[config.mk]
export PLATFORM = sky130hd
export DESIGN_NAME = sau_unit
export DESIGN_NICKNAME = d
export VERILOG_FILES = /design/src/core/sau_pkg.sv /design/src/core/sau_unit.sv
export SDC_FILE = /design/constraint.sdc
export NUM_CORES = 1
export LEC_CHECK = 0
export BUFFER_PORTS_ARGS = -buffer_cell sky130_fd_sc_hd__buf_2
export CORE_ASPECT_RATIO = 0.6
export CORE_MARGIN = 3
export CORE_UTILIZATION = 57
export CTS_CLUSTER_DIAMETER = 120
export DETAILED_ROUTE_END_ITERATION = 8
export PLACE_DENSITY = 0.78
export SLEW_MARGIN = 20
export SYNTH_ARGS = -nofsm -noshare
export SYNTH_HDL_FRONTEND = slang
export SYNTH_SLANG_ARGS = --single-unit
[constraint.sdc]
create_clock -name CLK -period 5.65 [get_ports CLK]
set_clock_uncertainty 0.1 [all_clocks]
set_input_delay 0.2825 -clock CLK [delete_from_list [all_inputs] [get_ports CLK]]
set_output_delay 0.2825 -clock CLK [all_outputs]
set_load 0.02 [all_outputs]
[src/core/sau_pkg.sv]
// shared types and constants for the serial arithmetic unit
package sau_pkg;

   localparam int WORD_W = 26; // accumulator / memory word width
   localparam int IC_W = 8; // stored instruction counter width
   localparam int MUL_W = 24; // high-order bits used by multiply
   localparam int QUO_W = 24; // quotient bits produced by divide
   localparam int PP_W = 30; // partial product width with headroom
   localparam int REM_W = 28; // remainder width with headroom
   localparam int CNT_W = 5; // phase counter width

   // phase times per operation, instruction access included
   localparam logic [CNT_W-1:0] MUL_PHASES = 5'h0f;
   localparam logic [CNT_W-1:0] DIV_PHASES = 5'h1b;
   localparam logic [CNT_W-1:0] MUL_LAST = MUL_PHASES - 5'h01;
   localparam logic [CNT_W-1:0] DIV_LAST = DIV_PHASES - 5'h01;

   // reset values
   localparam logic [WORD_W-1:0] ACC_RST = 26'h0000000;
   localparam logic [IC_W-1:0] IC_RST = 8'h00;
   localparam logic [IC_W-1:0] IC_STEP = 8'h01;

   // product field taken from the 48-bit double word
   localparam int PROD_MSB = 47;
   localparam int PROD_LSB = 22;

   // accumulator loop operations
   typedef enum logic [3:0] {
      SAU_OP_NONE,
      SAU_OP_ADD,
      SAU_OP_SUB,
      SAU_OP_REVERSE_SUBTRACT,
      SAU_OP_LOAD_CLEAR,
      SAU_OP_AND,
      SAU_OP_XOR,
      SAU_OP_SHIFT,
      SAU_OP_LOAD_RESULT,
      SAU_OP_IO_TRANSFER,
      SAU_OP_PROGRAM_TRANSFER,
      SAU_OP_SECTOR_JUMP
   } sau_op_t;

   // multiply/divide element modes
   typedef enum logic [1:0] {
      SAU_MD_IDLE,
      SAU_MD_MUL,
      SAU_MD_DIV
   } sau_md_mode_t;

   // one accumulator loop command per clock
   typedef struct packed {
      logic valid; // command present
      sau_op_t op; // operation
      logic [WORD_W-1:0] operand; // new operand / input data
      logic high_order_shift; // shift toward high order (else low)
      logic shift_two; // shift two places (else one)
      logic [IC_W-1:0] new_ic; // counter for transfers and jumps
   } sau_cmd_t;

   // multiply/divide start request
   typedef struct packed {
      logic start; // begin an operation
      logic divide; // divide (else multiply)
      logic [WORD_W-1:0] mem_word; // addressed memory word
   } sau_md_cmd_t;

endpackage

[src/core/sau_unit.sv]
// accumulator loop and concurrent multiply/divide element
// What this block does
// - add/subtract and multiply/divide run concurrently
// - simple ops alter only the stored operand
// - counter increments every instruction except I/O transfer, program transfer and sector jump
// - clear-and-load passes new operand unchanged
// - product and input data replace stored operand
// - low-order shift returns early through adder
// - high-order shift returns late via transfer register
// - idle loop keeps operand, increments counter
// - transfer loads counter; jump also loads operand
// - multiply takes 15 phase times, counter ends
// - multiply loads 24 high-order operand bits
// - multiply shifts right four places per cycle
// - latch five low multiplier bits every other phase
// - new partial product is sixteenth of sum
// - two multiples chosen from low multiplier bits
// - divide takes 27 phase times, counter ends
// - divide loads full 26-bit divisor and dividend
// - quotient bit one when signs agree
// - first quotient bit complemented when stored
// - divide shifts left two places per cycle
// - form both borrow and carry, select by bit
// - second bit and sign from borrow
// - result held until next multiply or divide
module sau_unit
   import sau_pkg::*;
(
   input wire logic CLK, // 100 MHz clock
   input wire logic RST_B, // asynchronous reset, active low
   input wire sau_cmd_t CMD, // accumulator loop command
   input wire sau_md_cmd_t MD_CMD, // multiply/divide start
   output logic [WORD_W-1:0] ACC_OUT, // stored operand
   output logic [IC_W-1:0] IC_OUT, // instruction counter
   output logic [WORD_W-1:0] MD_RESULT, // product/quotient register
   output logic MD_BUSY, // multiply/divide in progress
   output logic MD_DONE, // one-cycle end pulse
   output logic XFER_BUSY // high-order shift in transfer register
);

   // accumulator loop state
   logic [WORD_W-1:0] acc_r; // stored operand
   logic [WORD_W-1:0] acc_nxt; // next stored operand
   logic [IC_W-1:0] ic_r; // instruction counter
   logic [IC_W-1:0] ic_nxt; // next counter
   logic [WORD_W-1:0] xfer_r; // transfer register copy
   logic xfer_pend_r; // shifted word waiting to return
   logic cmd_go; // command accepted this pass

   // multiply/divide state
   sau_md_mode_t md_mode_r; // current element mode
   logic [CNT_W-1:0] phase_r; // phase counter
   logic md_busy_r; // busy flag for the port
   logic md_done_r; // end pulse
   logic [WORD_W-1:0] md_result_r; // addressable result
   logic md_step; // odd phase: do a step
   logic md_latch; // even phase: relatch low bits

   // multiply channels
   logic signed [MUL_W-1:0] mcand_r; // multiplicand channel
   logic [MUL_W-1:0] mplier_r; // multiplier channel
   logic signed [PP_W-1:0] pp_r; // partial product channel
   logic [4:0] mr_latch_r; // latched five low multiplier bits
   logic multiplier_low_bit_r; // bit shifted past the low end
   logic signed [PP_W-1:0] delta1; // first multiple
   logic signed [PP_W-1:0] delta2; // second multiple
   logic signed [PP_W-1:0] pp_sum; // sum before the divide by 16
   logic [2*MUL_W-1:0] prod_full; // double-length product

   // divide channels
   logic signed [WORD_W-1:0] dvsr_r; // divisor channel
   logic signed [REM_W-1:0] rem_r; // remainder channel
   logic [QUO_W-1:0] quo_r; // quotient channel
   logic first_r; // next step yields the sign bit
   logic signed [REM_W-1:0] dv_ext; // sign-extended divisor
   logic signed [REM_W-1:0] r_less; // 2R - DV
   logic signed [REM_W-1:0] r_more; // 2R + DV
   logic signed [REM_W-1:0] r_mid; // remainder after first bit
   logic signed [REM_W-1:0] r2_less; // 2R' - DV
   logic signed [REM_W-1:0] r2_more; // 2R' + DV
   logic q_a; // first bit of the pair
   logic q_b; // second bit of the pair
   logic borrow_b; // borrow into the sign position
   logic sign_b; // sign of 2R - DV from the borrow

   // a pending high-order shift takes the pass; the command is dropped
   assign cmd_go = CMD.valid && !xfer_pend_r;

   // adder/subtractor and loop gating
   always_comb
   begin
      acc_nxt = acc_r; // idle pass leaves operand alone
      ic_nxt = ic_r + IC_STEP; // counter updated each pass
      if (xfer_pend_r)
      begin
         acc_nxt = xfer_r; // late return enters as new operand
      end
      else if (CMD.valid)
      begin
         case (CMD.op)
            SAU_OP_ADD: acc_nxt = acc_r + CMD.operand;
            SAU_OP_SUB: acc_nxt = acc_r - CMD.operand;
            SAU_OP_REVERSE_SUBTRACT:
               acc_nxt = CMD.operand - acc_r;
            SAU_OP_LOAD_CLEAR: acc_nxt = CMD.operand;
            SAU_OP_AND: acc_nxt = acc_r & CMD.operand;
            SAU_OP_XOR: acc_nxt = acc_r ^ CMD.operand;
            SAU_OP_SHIFT:
            begin
               // low-order direction comes straight back round
               if (!CMD.high_order_shift)
               begin
                  acc_nxt = CMD.shift_two ?
                     {{2{acc_r[WORD_W-1]}}, acc_r[WORD_W-1:2]} :
                     {acc_r[WORD_W-1], acc_r[WORD_W-1:1]};
               end
            end
            SAU_OP_LOAD_RESULT: acc_nxt = md_result_r;
            SAU_OP_IO_TRANSFER:
            begin
               acc_nxt = CMD.operand;
               ic_nxt = ic_r;
            end
            SAU_OP_PROGRAM_TRANSFER: ic_nxt = CMD.new_ic;
            SAU_OP_SECTOR_JUMP:
            begin
               acc_nxt = CMD.operand;
               ic_nxt = CMD.new_ic;
            end
            default: acc_nxt = acc_r; // no op: plain circulation
         endcase
      end
   end

   // accumulator register and counter
   always_ff @(posedge CLK or negedge RST_B)
   begin
      if (!RST_B)
      begin
         acc_r <= ACC_RST;
         ic_r <= IC_RST;
      end
      else
      begin
         acc_r <= acc_nxt;
         ic_r <= ic_nxt;
      end
   end

   // transfer register path for high-order shifts
   always_ff @(posedge CLK or negedge RST_B)
   begin
      if (!RST_B)
      begin
         xfer_r <= ACC_RST;
         xfer_pend_r <= 1'b0;
      end
      else if (cmd_go && CMD.op == SAU_OP_SHIFT && CMD.high_order_shift)
      begin
         xfer_r <= CMD.shift_two ? {acc_r[WORD_W-3:0], 2'b00} :
            {acc_r[WORD_W-2:0], 1'b0};
         xfer_pend_r <= 1'b1;
      end
      else
      begin
         xfer_pend_r <= 1'b0;
      end
   end

   // phase timing: steps on odd phases, relatch on even ones; the last
   // three phases are access time: six multiply, twelve divide steps
   assign md_step = phase_r[0] &&
      ((md_mode_r == SAU_MD_MUL && phase_r < MUL_LAST - 5'h02) ||
       (md_mode_r == SAU_MD_DIV && phase_r < DIV_LAST - 5'h02));
   assign md_latch = (md_mode_r == SAU_MD_MUL) && !phase_r[0];

   // phase counter and element control, apart from the loop
   always_ff @(posedge CLK or negedge RST_B)
   begin
      if (!RST_B)
      begin
         md_mode_r <= SAU_MD_IDLE;
         phase_r <= '0;
         md_busy_r <= 1'b0;
         md_done_r <= 1'b0;
      end
      else
      begin
         md_done_r <= 1'b0;
         if (md_mode_r == SAU_MD_IDLE)
         begin
            // a start while busy is ignored
            if (MD_CMD.start)
            begin
               md_mode_r <= MD_CMD.divide ? SAU_MD_DIV : SAU_MD_MUL;
               phase_r <= '0;
               md_busy_r <= 1'b1;
            end
         end
         else if ((md_mode_r == SAU_MD_MUL && phase_r == MUL_LAST) ||
                  (md_mode_r == SAU_MD_DIV && phase_r == DIV_LAST))
         begin
            md_mode_r <= SAU_MD_IDLE;
            md_busy_r <= 1'b0;
            md_done_r <= 1'b1;
         end
         else
         begin
            phase_r <= phase_r + 5'h01;
         end
      end
   end

   // multiple selection from the latched bits
   always_comb
   begin
      case (mr_latch_r[2:0])
         3'h1, 3'h2: delta1 = PP_W'(mcand_r) <<< 1;
         3'h3: delta1 = PP_W'(mcand_r) <<< 2;
         3'h4: delta1 = -(PP_W'(mcand_r) <<< 2);
         3'h5, 3'h6: delta1 = -(PP_W'(mcand_r) <<< 1);
         default: delta1 = '0;
      endcase
      case (mr_latch_r[4:2])
         3'h1, 3'h2: delta2 = PP_W'(mcand_r) <<< 3;
         3'h3: delta2 = PP_W'(mcand_r) <<< 4;
         3'h4: delta2 = -(PP_W'(mcand_r) <<< 4);
         3'h5, 3'h6: delta2 = -(PP_W'(mcand_r) <<< 3);
         default: delta2 = '0;
      endcase
      pp_sum = pp_r + delta1 + delta2;
   end

   assign prod_full = {pp_r[MUL_W-1:0], mplier_r};

   // multiply channels
   always_ff @(posedge CLK or negedge RST_B)
   begin
      if (!RST_B)
      begin
         mcand_r <= '0;
         mplier_r <= '0;
         pp_r <= '0;
         mr_latch_r <= 5'h00;
         multiplier_low_bit_r <= 1'b0;
      end
      else if (md_mode_r == SAU_MD_IDLE && MD_CMD.start && !MD_CMD.divide)
      begin
         mcand_r <= MD_CMD.mem_word[WORD_W-1:WORD_W-MUL_W];
         mplier_r <= acc_r[WORD_W-1:WORD_W-MUL_W];
         pp_r <= '0; // first cycle starts from zero
         mr_latch_r <= {acc_r[WORD_W-MUL_W+3:WORD_W-MUL_W], 1'b0};
         multiplier_low_bit_r <= 1'b0;
      end
      else if (md_mode_r == SAU_MD_MUL && md_step)
      begin
         pp_r <= pp_sum >>> 4;
         mplier_r <= {pp_sum[3:0], mplier_r[MUL_W-1:4]};
         multiplier_low_bit_r <= mplier_r[3];
      end
      else if (md_latch)
      begin
         mr_latch_r <= {mplier_r[3:0], multiplier_low_bit_r};
      end
   end

   // divide: both candidates formed, the quotient bit picks one
   always_comb
   begin
      dv_ext = REM_W'(dvsr_r);
      q_a = (rem_r[REM_W-1] == dvsr_r[WORD_W-1]);
      r_less = (rem_r <<< 1) - dv_ext;
      r_more = (rem_r <<< 1) + dv_ext;
      // borrow into the sign position of 2R - DV
      borrow_b = r_less[REM_W-1] ^ rem_r[REM_W-2] ^ dvsr_r[WORD_W-1];
      sign_b = rem_r[REM_W-2] ^ dvsr_r[WORD_W-1] ^ borrow_b;
      r_mid = q_a ? {sign_b, r_less[REM_W-2:0]} : r_more;
      r2_less = (r_mid <<< 1) - dv_ext;
      r2_more = (r_mid <<< 1) + dv_ext;
      q_b = q_a ? !(rem_r[REM_W-2] ^ borrow_b) :
         (r_more[REM_W-1] == dvsr_r[WORD_W-1]);
   end

   // divide channels
   always_ff @(posedge CLK or negedge RST_B)
   begin
      if (!RST_B)
      begin
         dvsr_r <= '0;
         rem_r <= '0;
         quo_r <= '0;
         first_r <= 1'b0;
      end
      else if (md_mode_r == SAU_MD_IDLE && MD_CMD.start && MD_CMD.divide)
      begin
         dvsr_r <= MD_CMD.mem_word;
         rem_r <= REM_W'(signed'(acc_r));
         quo_r <= '0;
         first_r <= 1'b1;
      end
      else if (md_mode_r == SAU_MD_DIV && md_step)
      begin
         rem_r <= q_b ? r2_less : r2_more;
         quo_r <= {quo_r[QUO_W-3:0], first_r ? !q_a : q_a, q_b};
         first_r <= 1'b0;
      end
   end

   // result register, replaced only at the end of an operation
   always_ff @(posedge CLK or negedge RST_B)
   begin
      if (!RST_B)
      begin
         md_result_r <= ACC_RST;
      end
      else if (md_mode_r == SAU_MD_MUL && phase_r == MUL_LAST)
      begin
         md_result_r <= prod_full[PROD_MSB:PROD_LSB];
      end
      else if (md_mode_r == SAU_MD_DIV && phase_r == DIV_LAST)
      begin
         md_result_r <= {quo_r, 2'b00};
      end
   end

   assign ACC_OUT = acc_r;
   assign IC_OUT = ic_r;
   assign MD_RESULT = md_result_r;
   assign MD_BUSY = md_busy_r;
   assign MD_DONE = md_done_r;
   assign XFER_BUSY = xfer_pend_r;
endmodule

==> results of run 1 <==
[what timing repair did]
action                     4_1_cts  5_1_grt
setup endpoints to repair        0       14
hold endpoints to repair       143        0
hold buffers                    36        0
buffers inserted                 0        2
resized for setup                0       54
[per-stage QoR]
| stage | TNS [ns] | area [µm²] | cells | hold slack (ns) | utilization, % |
|---|---|---|---|---|---|
| 6_report | 0 | 27600 | 3758 | 0.0380 | 65.4 |
| 3_3_place_gp | 0 | 26000 | 3670 | 0.240 | 61.7 |
| 2_1_floorplan | 0 | 24500 | 3070 | -0.113 | - |
| 5_1_grt | -0.0122 | 27600 | 3757 | 0.0368 | 65.4 |
| 4_1_cts | 0 | 27300 | 3754 | 0.00606 | 64.7 |
| 3_5_place_dp | 0 | 26000 | 3670 | 0.253 | 61.7 |
[layer usage]
metal	wire (µm)	part of all wire [%]	track usage, %	vias up
li1	-	-	-	11263
met1	39900	44	59.3	12026
met2	35000	39	51.6	1716
met3	12800	14	11.4	220
met4	3060	3.4	10.9	2
met5	12	0.013	0	-
[worst max path at each step]
stage / start / endpoint / slack, ns / cells after the start
6_report: mcand_r[1]$_DFFE_PN0P_ / pp_r[19]$_DFFE_PN0P_ / 0.16 / 21
5_1_grt: dvsr_r[4]$_DFFE_PN0P_ / rem_r[25]$_DFFE_PN0P_ / -0.01 / 25
4_1_cts: mcand_r[1]$_DFFE_PN0P_ / pp_r[28]$_DFFE_PN0P_ / 0.03 / 24
3_5_place_dp: mcand_r[1]$_DFFE_PN0P_ / pp_r[28]$_DFFE_PN0P_ / 0.07 / 24
3_3_place_gp: mcand_r[0]$_DFFE_PN0P_ / pp_r[28]$_DFFE_PN0P_ / 0.13 / 24
2_1_floorplan: mcand_r[0]$_DFFE_PN0P_ / pp_r[28]$_DFFE_PN0P_ / 0.06 / 25
[cells in the mapped netlist, types with 21 or more instances]
cell type  instances
o22ai_1           29
nor3_1            50
a221oi_1          49
fa_1              32
nor2b_1           36
nand3_1           54
o21bai_1          21
or3_1             23
a22o_1            32
xnor2_1          127
ha_1             215
o21ai_0          261
nand2b_1          29
mux2i_1           85
clkbuf_1         179
inv_1            134
nor2_1           248
dfrtp_1          254
o211ai_1          28
mux2_2            35
nand2_1          321
a22oi_1           53
xor2_1            58
a21o_1            63
a21oi_1          308
a31oi_1           32
[worst max-delay path, stage by stage, from the launching register on]
cell and delay, ns:
dfrtp_1 0.39, inv_1 0.09, ha_1 0.16, or3b_1 0.37, buf_4 0.18, or3_4 0.35
xor2_1 0.18, a221oi_2 0.33, a21oi_2 0.09, fa_1 0.60, ha_4 0.23, a21o_1 0.18
a21oi_1 0.15, nor2b_1 0.07, or4_1 0.43, o221a_4 0.28, a221o_1 0.32, nand2_1 0.08
a21oi_1 0.11, o41ai_2 0.35, xor2_1 0.25, o21ai_1 0.08
[logic make-up (layout without fill, tap and decap cells)]
group / Yosys count / in the layout
AO/OA/AOI/OAI: 1043 / 1043
other: 0 / 1
adder cells (fa/ha/maj): 247 / 247
multiplexers: 120 / 120
buffers and inverters: 348 / 465
AND/OR/NAND/NOR: 872 / 872
XOR/XNOR: 186 / 186
flip-flops: 254 / 254
[cell type report]
type	instances	area [µm²]	area share, %
flip-flops and latches	254	6360	23.0
repair buffers	282	1930	7.01
inverters	135	507	1.84
clock buffers	34	764	2.77
well taps	570	713	2.59
multi-input cells	2468	17200	62.3
diodes	1	2.50	0.00907
clock inverters	14	131	0.476
[state kept, by name, summed over array words and instances, names as in the netlist, 25 cells and up]
| signal | flops |
|---|---|
| ACC_OUT | 26 |
| dvsr_r | 26 |
| MD_RESULT | 26 |
| xfer_r | 25 |
| pp_r | 26 |
| rem_r | 28 |
==> results.cfg, run 1 <==
[synthesis]
synth_edf_count = 0
synth-main-ff-cell = dfrtp_1
synthArstFlopShare_pct = 100
yosys.area.top_type = dfrtp_1
synth-compound-area-share_pct = 27.0
yosysWarnings = 0
synthTopCellsByArea = dfrtp_1, ha_1, a21oi_1
synth_top_family_by_area = compound AO/OA/AOI/OAI gates
yosys.area_share.simple_pct = 16.2
yosys.area.top_type_share_pct = 25.9
synth_cell_types = 86
ys_seq_area_share_pct = 25.9
synth-seq-cells = 254
synth_xor_area_share_pct = 6.71
netlist_instances = 3070
synth_mux_area_share_pct = 5.07
syn_nets = 3388
syn_avg_cell_area_um2 = 8.00
synthAdderAreaFrac_pct = 13.6
netlist_area_mm2 = 0.0245

[worst_setup_path]
timing.rr.start = mcand_r[1]$_DFFE_PN0P_
ff2ff_path_depth = 21
cp-end-kind = flip-flop
reg2reg_to = pp_r[19]$_DFFE_PN0P_
critPathKind = reg2reg
crit_required_ns = 5.97
worst-path-max-fanout = 5
crit_path_start_kind = flip-flop
rrSetupSlack_ns = 0.16
arrival_ns = 5.81

[grt]
grt_max_degree = 114
grt_pass1_vias = 23463
grtUsageTotal_pct = 38.6
antenna_found_initial = 2
grt_pass1_wl_um = 139000
gr-total-overflow = 0

[sta]
worst_slack_ns = 0.161
max-slew-margin-rel_pct = 19.7
finalMaxSlewViolations = 0
hold_viol_final = 0
setup_viol = 0
fmax_mhz = 182
fin_crit_sh_pct = 97.2
period_needed_ns = 5.49
worst_pin_slew_ns = 1.20

[layout]
layout-drive-gt1-share_pct = 13.0
layout_common_cells = nand2_1, a21oi_1, o21ai_0
fillers = 3585
finalNetCount = 3487
syn_to_final_growth_pct = 12.4
final_common_cell = nand2_1

[clock_network]
clkSinkCount = 254
cts_buffers = 28
clock_latency_ns = 0.57
ctsRootBufferMaster = clkbuf_16
cts_tree = yes
path_clk_slew_ns = 0.07
clk_path_buf_depth = 3
h-tree-depth = 1

[placed_design]
gp_congestion = 1.02
hpwl_um = 68400
port_buffers = 133
place_ws_ns = 0.0686

[detailed_routing]
drtPass1Iterations = 8
drc = 0
vias_per_cell = 6.71
ant_nets = 0
wire_per_inst_um = 24.2
finalWirelength_um = 90800
drt_iter0_drc = 3977
vias = 25227

[status]
status = complete, no violations

[worst_hold_path]
min_path_cells = 3
min_from = CMD[10]
min_to = ACC_OUT[0]$_DFFE_PN0P_
hold_class = in2reg

[floorplanning]
coreArea_mm2 = 0.0422
dieHeight_um = 167
rows = 58
die_area_mm2 = 0.0457
die_width_um = 274
ioPinCount = 134
start_util_pct = 58.2

[job]
drv_cap = 0
Power of run 1 is left out: the tool's default activity adds up to more than one toggle a clock period on the data nets, which glitch-free logic cannot reach.
==> run 2: changes to the inputs <==
--- a/config.mk
+++ b/config.mk
@@ -10,8 +10,9 @@
 export CORE_MARGIN = 3
 export CORE_UTILIZATION = 57
 export CTS_CLUSTER_DIAMETER = 120
+export CTS_CLUSTER_SIZE = 20
 export DETAILED_ROUTE_END_ITERATION = 8
-export PLACE_DENSITY = 0.78
+export PLACE_DENSITY = 0.89
 export SLEW_MARGIN = 20
 export SYNTH_ARGS = -nofsm -noshare
 export SYNTH_HDL_FRONTEND = slang
==> results.cfg, run 2 (same netlist as run 1, synthesis figures left out) <==
[clock_network]
cts_tree = yes
clkSinkCount = 254
cts_buffers = 16
clock_latency_ns = 0.55
clk_path_buf_depth = 3
path_clk_slew_ns = 0.12
h-tree-depth = 1
ctsRootBufferMaster = clkbuf_16

[placed_design]
place_ws_ns = -0.0832
gp_congestion = 1.01
dpl_cell_area_mm2 = 0.0259
port_buffers = 133
hpwl_um = 61600
numPlacedInstances = 3654

[detailed_routing]
ant_nets = 0
wire_per_inst_um = 22.3
drt_iter0_drc = 3728
vias_per_cell = 6.66
vias = 24717
drtPass1Iterations = 8
drc = 0
finalWirelength_um = 82700

[layout]
finalNetCount = 3459
largest-register = rem_r
largest_reg_flops = 28
fin_util_pct = 63.9
final_common_cell = nand2_1
stdcell_area_mm2 = 0.0270
syn_to_final_growth_pct = 9.82
layout_common_cells = nand2_1, a21oi_1, o21ai_0
instances_no_fill = 3714
layout-drive-gt1-share_pct = 12.0

[worst_hold_path]
hold_class = in2reg

[grt]
grtUsageTotal_pct = 34.8
antenna_found_initial = 3
gr-total-overflow = 0
grt_pass1_wl_um = 128000
grt_pass1_vias = 22348
grt_max_degree = 158

[sta]
worst_slack_ns = 0.207
rsz0062_at_grt = true
worst_pin_slew_ns = 1.16
hold_viol_final = 0
fin_crit_sh_pct = 96.3
fmax_mhz = 184
period_needed_ns = 5.44
max-slew-margin-rel_pct = 22.4
finalMaxSlewViolations = 0
setup_viol = 0

[floorplanning]
start_util_pct = 58.2
dieHeight_um = 167
rows = 58
coreArea_mm2 = 0.0422
die_area_mm2 = 0.0457
die_width_um = 274
ioPinCount = 134

[worst_setup_path]
max_stage_delay_ns = 0.56
timing.rr.start = mcand_r[0]$_DFFE_PN0P_
crit_slowest_cell = or4_1
rrSetupSlack_ns = 0.21
crit_end = pp_r[28]$_DFFE_PN0P_
ff2ff_path_depth = 19
critical_path.most_common_cell = a21o_1
crit_required_ns = 6.05
arrival_ns = 5.84
reg2reg_to = pp_r[28]$_DFFE_PN0P_
worstPathCellList = buf_4, or4_1, or3_4, or3_1, or3_4, a21o_1, o21ai_1, fa_1, ha_2, a21o_1, a21o_1, a2111oi_2, a21oi_1, a21oi_2, o21ai_1, a31oi_1, xnor2_1, or3_1, nand3_1
cp-end-kind = flip-flop
critPathKind = reg2reg
critPathLaunch = mcand_r[0]$_DFFE_PN0P_
crit_path_start_kind = flip-flop
worst-path-max-fanout = 5

[job]
drv_cap = 0

[status]
status = complete, no violations
run 2: cell types whose count changed in the layout (fill, tap and decap cells not counted), sizes merged:
cell	delta
inv	-4
bufinv	-1
clkinvlp	-3
clkinv	-5
buf	-12
dlygate4sd3	-4
clkbuf	-15
run 2: stage by stage:
stage	setup TNS [ns]	hold WS (ns)
global route	-0.0891	0.0314
detailed placement	-0.0832	0.265
global placement	0	0.273
floorplan	0	-0.113
finish	0	0.0323
CTS	0	0.00194
run 2: layout make-up:
cell class,count,area (µm²)
flip-flops and latches,254,6360
multi-input cells,2468,17200
diodes,1,2.50
inverters,135,507
well taps,570,713
repair buffers,266,1780
clock inverters,1,8.76
fillers,3556,15200
clock buffers,19,433
run 2: worst min-delay path by stage:
stage | to | start | cells past startpoint | slack, ns
after floorplan | ACC_OUT[0]$_DFFE_PN0P_ | RST_B | 0 | -0.11
after global placement | MD_RESULT[24]$_DFFE_PN0N_ | RST_B | 1 | 0.27
after detailed placement | MD_RESULT[24]$_DFFE_PN0N_ | RST_B | 1 | 0.27
after CTS | IC_OUT[2]$_DFFE_PN0P_ | CMD[2] | 3 | 0.002
after global routing | IC_OUT[2]$_DFFE_PN0P_ | CMD[2] | 3 | 0.03
final | IC_OUT[2]$_DFFE_PN0P_ | CMD[2] | 3 | 0.03
run 2: repair_timing:
item | in CTS | in global routing
resized for setup | 3 | 54
buffers inserted | 0 | 6
hold endpoints to repair | 142 | 0
pin swaps | 0 | 11
setup endpoints to repair | 1 | 13
hold buffers | 32 | 0
run 2: critical path: cells and delay by family (launching register included):
kind	cells	cell delay [ns]
AND/OR/NAND/NOR	6	2.16
XOR/XNOR	1	0.12
flip-flops	1	0.40
AO/OA/AOI/OAI	9	1.76
adder cells (fa/ha/maj)	2	0.70
buffers and inverters	1	0.15
run 2: metal layers:
metal / up-vias / wire length, µm / track usage (%)
met5: - / 13 / 0
met4: 2 / 2420 / 8.90
met3: 197 / 12900 / 11.1
met2: 1766 / 31900 / 46.2
met1: 11572 / 35400 / 53.8
li1: 11180 / - / -
Power of run 2 is left out for the same reason.
